==> config.mk <==
export PLATFORM = sky130hd
export DESIGN_NAME = css_clock_select
export DESIGN_NICKNAME = d
export VERILOG_FILES = /design/src/css_pkg.sv /design/src/css_clock_select.sv /design/src/css_sync.sv
export VERILOG_INCLUDE_DIRS = /design/src
export SDC_FILE = /design/constraint.sdc
export NUM_CORES = 1
export LEC_CHECK = 0
export BUFFER_PORTS_ARGS = -buffer_cell sky130_fd_sc_hd__buf_4
export CAP_MARGIN = 20
export CORE_MARGIN = 5
export CORE_UTILIZATION = 55
export CTS_CLUSTER_DIAMETER = 120
export DETAILED_ROUTE_END_ITERATION = 8
export GPL_ROUTABILITY_DRIVEN = 0
export HOLD_SLACK_MARGIN = 0.05
export PLACE_DENSITY = 0.78
export SYNTH_ARGS = -nofsm -noshare
export SYNTH_HDL_FRONTEND = slang
export SYNTH_SLANG_ARGS = --single-unit
==> constraint.sdc <==
create_clock -name clk_sys -period 5.2 [get_ports clk_sys]
set_clock_uncertainty 0.1 [all_clocks]
set_input_delay 0.52 -clock clk_sys [delete_from_list [all_inputs] [get_ports clk_sys]]
set_output_delay 0.52 -clock clk_sys [all_outputs]
set_load 0.1 [all_outputs]
==> src/css_cfg.svh <==
// constants for the core clock source selector and its time base
// Function
// pin held low: timing comes from the on-chip oscillator.
// first high level seen on the clock pin adopts the external clock.
// external selection holds until reset; never returns to the internal oscillator.
// external clock stopping halts normal operation, chopper switching included.
// enabled short-to-ground detection keeps working without any clock.
// controller disables drivers, for example by enable input, before stopping clock.
// chopper, velocity and acceleration all time off the selected clock.
// nominal internal clock, velocity 10000: 780 microsteps in 100 ms.
// host calibrates: velocity mode, two timed position reads, then velocity zero.
// host scales velocities by velocity times interval over position difference.
// external clock up to 18 MHz only at 50% duty; 10-16 MHz advised. The bench clock (HALF 3, 4 ns) runs at about 41.7 MHz.
`ifndef CSS_CFG_SVH
`define CSS_CFG_SVH

`define CSS_CLK_PERIOD_NS 4
`define CSS_NS_PER_S 1000000000
`define CSS_MS_PER_S 1000
`define CSS_ACC_FRAC 24
`define CSS_PHASE_W 32
`define CSS_REF_STEPS 780
`define CSS_REF_TIME_MS 100
`define CSS_REF_VEL 10000
`define CSS_LOSS_NS 1000
`define CSS_CHOP_TICKS 200
`define CSS_ACC_TICKS 256
`define CSS_VEL_W 23
`define CSS_ACCEL_W 16
`define CSS_POS_W 32
`define CSS_SYNC_W 3

`endif

==> src/css_pkg.sv <==
// types shared by the clock source selector
`default_nettype none
package css_pkg;
  typedef enum logic [2:0] {
    CSS_ST_INT = 3'b001,
    CSS_ST_EXT_RUN = 3'b010,
    CSS_ST_EXT_LOST = 3'b100
  } css_state_e;
endpackage
`default_nettype wire

==> src/css_clock_select.sv <==
// core clock source selector with time base, chopper phase and velocity ramp
`timescale 1ns/1ps
`default_nettype none
`include "css_cfg.svh"
module css_clock_select import css_pkg::*; #(
  parameter int VEL_W = `CSS_VEL_W,
  parameter int ACCEL_W = `CSS_ACCEL_W,
  parameter int POS_W = `CSS_POS_W,
  parameter int CHOP_TICKS = `CSS_CHOP_TICKS,
  parameter int ACC_TICKS = `CSS_ACC_TICKS
) (
  input wire logic clk_sys,
  input wire logic srst,
  input wire logic clk_pin,
  input wire logic short_pin,
  input wire logic drv_en_pin,
  input wire logic short_det_en,
  input wire logic [VEL_W-1:0] velocity_limit,
  input wire logic [ACCEL_W-1:0] acceleration_limit,
  output logic ext_clk_sel,
  output logic ext_clk_lost,
  output logic core_run,
  output logic core_tick,
  output logic chop_phase,
  output logic driver_on,
  output logic short_flag,
  output logic [POS_W-1:0] current_position,
  output logic [VEL_W-1:0] current_velocity
);
  localparam int PW = `CSS_PHASE_W;
  localparam int FW = `CSS_ACC_FRAC;
  localparam logic [63:0] CLK_HZ = 64'(`CSS_NS_PER_S) / 64'(`CSS_CLK_PERIOD_NS);
  localparam logic [63:0] REF_STEPS_PER_S =
    64'(`CSS_REF_STEPS) * 64'(`CSS_MS_PER_S) / 64'(`CSS_REF_TIME_MS);
  // nominal oscillator rate that gives the reference step count
  localparam logic [63:0] INT_HZ = REF_STEPS_PER_S * (64'd1 << FW) / 64'(`CSS_REF_VEL);
  localparam logic [PW-1:0] INT_INC = PW'(INT_HZ * (64'd1 << PW) / CLK_HZ);
  // least silence before the external clock counts as stopped, rounded up
  localparam int LOSS_CYC_RAW = (`CSS_LOSS_NS + `CSS_CLK_PERIOD_NS - 1) / `CSS_CLK_PERIOD_NS;
  localparam int LOSS_CYC = (LOSS_CYC_RAW < 1) ? 1 : LOSS_CYC_RAW;
  localparam int LW = $clog2(LOSS_CYC + 1);
  localparam int CW = $clog2(CHOP_TICKS + 1);
  localparam int AW = $clog2(ACC_TICKS + 1);

  logic [`CSS_SYNC_W-1:0] pin_lvl;
  logic clk_lvl;
  logic short_lvl;
  logic drv_en_lvl;
  logic clk_lvl_d_r;
  logic ext_rise;
  css_state_e state_r;
  css_state_e state_nxt;
  logic [LW-1:0] loss_cnt_r;
  logic loss_hit;
  logic [PW-1:0] int_phase_r;
  logic int_carry;
  logic [PW:0] int_sum;
  logic tick_nxt;
  logic [CW-1:0] chop_cnt_r;
  logic [AW-1:0] acc_cnt_r;
  logic [FW-1:0] frac_r;
  logic [FW:0] frac_sum;
  logic [VEL_W-1:0] vel_diff;
  logic [VEL_W-1:0] accel_ext;

  css_sync #(
    .WIDTH(`CSS_SYNC_W)
  ) u_sync (
    .clk_sys(clk_sys),
    .srst(srst),
    .pin_in({drv_en_pin, short_pin, clk_pin}),
    .level(pin_lvl)
  );

  assign clk_lvl = pin_lvl[0];
  assign short_lvl = pin_lvl[1];
  assign drv_en_lvl = pin_lvl[2];
  assign ext_rise = clk_lvl & ~clk_lvl_d_r;
  assign loss_hit = (loss_cnt_r == LW'(LOSS_CYC - 1));

  always_ff @(posedge clk_sys) begin
    if (srst) begin
      clk_lvl_d_r <= 1'b0;
    end else begin
      clk_lvl_d_r <= clk_lvl;
    end
  end

  // source selection
  always_comb begin
    state_nxt = state_r;
    unique case (state_r)
      CSS_ST_INT: begin
        if (clk_lvl) begin
          state_nxt = CSS_ST_EXT_RUN;
        end
      end
      CSS_ST_EXT_RUN: begin
        if (!ext_rise && loss_hit) begin
          state_nxt = CSS_ST_EXT_LOST;
        end
      end
      CSS_ST_EXT_LOST: begin
        // stays external: resumes only on a new rising edge on the pin
        if (ext_rise) begin
          state_nxt = CSS_ST_EXT_RUN;
        end
      end
      default: begin
        state_nxt = CSS_ST_INT;
      end
    endcase
  end

  always_ff @(posedge clk_sys) begin
    if (srst) begin
      state_r <= CSS_ST_INT;
    end else begin
      state_r <= state_nxt;
    end
  end

  // cycles since the last external rising edge
  always_ff @(posedge clk_sys) begin
    if (srst) begin
      loss_cnt_r <= '0;
    end else if (state_r == CSS_ST_INT || ext_rise) begin
      loss_cnt_r <= '0;
    end else if (!loss_hit) begin
      loss_cnt_r <= loss_cnt_r + LW'(1);
    end
  end

  // internal oscillator model: phase accumulator at the nominal rate
  assign int_sum = {1'b0, int_phase_r} + {1'b0, INT_INC};
  assign int_carry = int_sum[PW];

  always_ff @(posedge clk_sys) begin
    if (srst) begin
      int_phase_r <= '0;
    end else if (state_r == CSS_ST_INT) begin
      int_phase_r <= int_sum[PW-1:0];
    end
  end

  always_comb begin
    tick_nxt = 1'b0;
    unique case (state_r)
      CSS_ST_INT: tick_nxt = int_carry;
      CSS_ST_EXT_RUN: tick_nxt = ext_rise;
      CSS_ST_EXT_LOST: tick_nxt = 1'b0;
      default: tick_nxt = 1'b0;
    endcase
  end

  always_ff @(posedge clk_sys) begin
    if (srst) begin
      core_tick <= 1'b0;
      ext_clk_sel <= 1'b0;
      ext_clk_lost <= 1'b0;
      core_run <= 1'b0;
    end else begin
      core_tick <= tick_nxt;
      ext_clk_sel <= (state_nxt != CSS_ST_INT);
      ext_clk_lost <= (state_nxt == CSS_ST_EXT_LOST);
      core_run <= (state_nxt != CSS_ST_EXT_LOST);
    end
  end

  // chopper phase counts core ticks, so it freezes when ticks stop
  always_ff @(posedge clk_sys) begin
    if (srst) begin
      chop_cnt_r <= '0;
      chop_phase <= 1'b0;
    end else if (tick_nxt) begin
      if (chop_cnt_r == CW'(CHOP_TICKS - 1)) begin
        chop_cnt_r <= '0;
        chop_phase <= ~chop_phase;
      end else begin
        chop_cnt_r <= chop_cnt_r + CW'(1);
      end
    end
  end

  // short detection runs on the system clock, whatever the core clock does
  always_ff @(posedge clk_sys) begin
    if (srst) begin
      short_flag <= 1'b0;
    end else if (short_det_en && short_lvl) begin
      short_flag <= 1'b1;
    end
  end

  // drivers switch off with the core clock gone or a short seen
  always_ff @(posedge clk_sys) begin
    if (srst) begin
      driver_on <= 1'b0;
    end else begin
      driver_on <= drv_en_lvl && (state_nxt != CSS_ST_EXT_LOST) &&
                   !short_flag && !(short_det_en && short_lvl);
    end
  end

  // velocity ramps toward the limit once every ACC_TICKS core ticks
  // the size cast pads or trims the step to the velocity width, whichever the widths need
  assign accel_ext = VEL_W'(acceleration_limit);
  assign vel_diff = (velocity_limit > current_velocity) ?
                    velocity_limit - current_velocity : current_velocity - velocity_limit;

  always_ff @(posedge clk_sys) begin
    if (srst) begin
      acc_cnt_r <= '0;
      current_velocity <= '0;
    end else if (tick_nxt) begin
      if (acc_cnt_r == AW'(ACC_TICKS - 1)) begin
        acc_cnt_r <= '0;
        if (vel_diff <= accel_ext) begin
          current_velocity <= velocity_limit;
        end else if (velocity_limit > current_velocity) begin
          current_velocity <= current_velocity + accel_ext;
        end else begin
          current_velocity <= current_velocity - accel_ext;
        end
      end else begin
        acc_cnt_r <= acc_cnt_r + AW'(1);
      end
    end
  end

  // position: velocity added to a fraction each tick, carry is one microstep
  assign frac_sum = {1'b0, frac_r} + (FW+1)'(current_velocity);

  always_ff @(posedge clk_sys) begin
    if (srst) begin
      frac_r <= '0;
      current_position <= '0;
    end else if (tick_nxt) begin
      frac_r <= frac_sum[FW-1:0];
      if (frac_sum[FW]) begin
        current_position <= current_position + POS_W'(1);
      end
    end
  end
endmodule
`default_nettype wire

==> src/css_sync.sv <==
// three-stage pin synchroniser with agreement filter
`timescale 1ns/1ps
`default_nettype none
module css_sync #(
  parameter int WIDTH = 1
) (
  input wire logic clk_sys,
  input wire logic srst,
  input wire logic [WIDTH-1:0] pin_in,
  output logic [WIDTH-1:0] level
);
  logic [WIDTH-1:0] s1_r;
  logic [WIDTH-1:0] s2_r;
  logic [WIDTH-1:0] s3_r;

  always_ff @(posedge clk_sys) begin
    if (srst) begin
      s1_r <= '0;
      s2_r <= '0;
      s3_r <= '0;
    end else begin
      s1_r <= pin_in;
      s2_r <= s1_r;
      s3_r <= s2_r;
    end
  end

  // a bit changes only once the second and third stage agree
  always_ff @(posedge clk_sys) begin
    if (srst) begin
      level <= '0;
    end else begin
      for (int i = 0; i < WIDTH; i++) begin
        if (s2_r[i] == s3_r[i]) begin
          level[i] <= s3_r[i];
        end
      end
    end
  end
endmodule
`default_nettype wire

==> results.json <==
{
  "wl_mm": 33.06,
  "top_layer": "met4",
  "cts-hold-fix-buffers": 0,
  "start_kind": "flip-flop",
  "drcViolationCount": 1,
  "slew_headroom": 0.4761,
  "arrival_ns": 5.24,
  "yosysTopAreaCellShare": 0.2754,
  "worst_hold_slack_ns": 0.2073,
  "die_w_um": 155.0,
  "power.total_uw": 3265,
  "min_path_type": "in2reg",
  "timing.final.hold_violations": 0,
  "synthArstFlopShare": 0,
  "final_core_util": 0.6650,
  "required_ns": 5.38,
  "cts_tree": "yes",
  "htree_num_levels": 4,
  "cts_buffers": 17,
  "wl_met2_mm": 15.63,
  "rrSetupSlack_ns": 0.14,
  "wl_met3_mm": 2.576,
  "port_buffers": 106,
  "die_area_mm2": 0.02402,
  "core_mm2": 0.02089,
  "ant_nets": 0,
  "synthesis.area_mm2": 0.01156,
  "synth.most_common_cell": "nor2_1",
  "synth.area.top_cells": "dfxtp_1, ha_1, xnor2_1",
  "nets": 1816,
  "worstHoldStart": "clk_pin",
  "antenna_cells": 0,
  "fp-row-count": 53,
  "syn-num-nets": 1657,
  "p_per_area_mw_per_mm2": 235.0,
  "cp_max_fo": 8,
  "grt_pass1_wl_mm": 54.10,
  "io_pins": 107,
  "p_seq_frac": 0.415,
  "grt_use_total": 0.2713,
  "dr.pass1.iters": 8,
  "fillers": 1797,
  "dpl.hpwl_mm": 24.61,
  "worstReg2RegEnd": "current_velocity[21]",
  "hold_depth": 2,
  "status": "finished, violations left",
  "yosys.area.top_type": "dfxtp_1",
  "synth_common_cells": "nor2_1, dfxtp_1, nand2_1, a21oi_1, ha_1",
  "path_clk_slew_ns": 0.08,
  "fp.dieH_um": 155.0,
  "vias": 11440,
  "irDropWorstVdd_mv": 0.2667,
  "cts_root_buffer": "clkbuf_16",
  "endpoint_kind": "flip-flop",
  "violations": "design-rule violations",
  "ys_seq_area_frac": 0.2754,
  "power_switching_share": 0.3138,
  "maxCapViolations": 0,
  "drive_gt1_frac": 0.1698,
  "clkLatencyLatePin_ns": 0.43,
  "areaGrowthSynthToFinish_pct": 20.18,
  "avgSynthCellArea_um2": 7.732,
  "reg2reg_from": "current_velocity[1]",
  "m1WireLength_mm": 13.64,
  "min_to": "u_sync.s1_r[0]",
  "start_util": 0.5534,
  "synthCells": 1495,
  "ys_types": 67,
  "p_leak_uw": 0.006065,
  "ys_warn_count": 0,
  "synth_edf_count": 0,
  "intPower_uw": 2240,
  "p_comb_frac": 0.215,
  "crit_type": "reg2reg",
  "grt_overflow": 0,
  "ys_ff_latch": 159,
  "clock_path_buffers": 2,
  "grt_start_max_net_pins": 80,
  "post-route-period-util": 0.9723,
  "worstMarginPinSlew_ns": 0.7858,
  "setup_violations": 0,
  "drt_iter0_drc": 863,
  "dp_cells": 1905,
  "fin_crit_ns": 5.056,
  "finalNonFillerCells": 1942,
  "drv_slew": 0,
  "ys.flop_type": "dfxtp_1",
  "fmax_mhz": 197.8,
  "viasPerCell": 5.890,
  "antenna_found_initial": 0,
  "grt_pass1_vias": 11040,
  "switchingPower_uw": 1025,
  "p_clk_frac": 0.370,
  "reg2reg_depth": 22,
  "wl_per_cell_um": 17.02,
  "cts.sinks": 159
}
[per-stage QoR]
stage,setup WS [ns],instance area [µm²],setup TNS (ns)
2_1_floorplan,0.001590,11650,0
3_3_place_gp,-0.009072,13230,-0.009072
3_5_place_dp,-0.1311,13230,-1.144
4_1_cts,0.05300,13780,0
5_1_grt,-0.07425,13890,-0.1955
6_report,0.1439,13890,0
[worst max-delay path: stages, from the launching register on]
cell and delay, ns:
dfxtp_4 0.37, ha_1 0.30, nand2b_1 0.08, a211o_1 0.34
a31o_1 0.23, a211o_1 0.33, a21o_4 0.26, buf_4 0.17
a31oi_2 0.16, xnor2_1 0.18, ha_1 0.31, and2_1 0.19
a31oi_2 0.17, nand4_1 0.24, nand2_1 0.19, o2111ai_1 0.16
o211ai_1 0.25, o31ai_1 0.17, a21o_1 0.20, a21oi_1 0.17
xnor2_1 0.10, mux2i_1 0.15, o22ai_1 0.08
[cells in the final DEF (no fill, tap or decap), types with 7 or more instances in the layout]
master	count
a211oi_1	15
nor2_1	169
nand3_1	53
dfxtp_1	136
nor3_1	39
or3_1	21
nor2b_1	25
o211ai_1	16
o22ai_1	11
a21oi_1	120
xor2_1	48
nand4_1	21
nand2_1	148
buf_4	196
a31oi_1	12
nand3b_1	9
clkbuf_16	17
and3_1	20
mux2i_1	23
dfxtp_4	18
o21ai_0	63
o21a_1	8
nor4_1	7
xnor2_1	96
nand2b_1	15
inv_1	91
a21o_1	35
ha_1	112
[state kept, by name (all words and copies together), names as in the netlist, 3 cells and up]
register and flops:
acc_cnt_r 9, chop_cnt_r 8, current_position 32, current_velocity 23, frac_r 24, int_phase_r 32
loss_cnt_r 8, state_r 3, u_sync.level 3, u_sync.s1_r 3, u_sync.s2_r 3, u_sync.s3_r 3
[metal layers]
metal  track usage  up-vias
met3       0.04673       90
met4        0.1030        0
li1              -     5530
met2        0.4589      461
met5             0        -
met1        0.3459     5357
[cell type report]
cell class	instances	area, µm²	area share
clock buffer	19	432.9	0.03116
clock inverter	13	120.1	0.008646
inverter	92	347.8	0.02504
multi-input combinational	1185	7859	0.5657
sequential	159	3257	0.2344
tap	275	344.1	0.02477
timing repair buffer	199	1531	0.1102
[power by group through the flow]
stage / registers, µW / clock network (µW) / logic [µW]
finish: 1350 / 1210 / 703
global route: 1370 / 1290 / 777
CTS: 1350 / 1230 / 684
detailed placement: 1380 / 0 / 678
global placement: 1380 / 0 / 661
floorplan: 1370 / 0 / 482
[kinds of logic (layout without fill, tap and decap cells)]
logic type,after synthesis,after routing,share of synthesized area
fa+ha+maj,117,117,0.1292
flops,159,159,0.2754
buf+inv,151,323,0.05271
mux,25,25,0.02176
compound gates,344,344,0.1860
xor+xnor,144,144,0.1091
simple gates,555,555,0.2259
[worst max-delay path by stage]
stage | start | to | slack (ns)
after global routing | current_velocity[1] | current_velocity[21] | -0.07
after global placement | velocity_limit[1] | current_velocity[1] | -0.009
after detailed placement | velocity_limit[1] | current_velocity[1] | -0.13
final | current_velocity[1] | current_velocity[21] | 0.14
after CTS | current_velocity[1] | current_velocity[1] | 0.05
after floorplan | velocity_limit[2] | current_velocity[22] | 0.002
[timing repair]
action,in CTS,in global routing
resized for setup,0,17
buffers inserted,0,5
endpoints found under the setup margin,0,23
No activity file was read; power rests on OpenSTA's default activity.
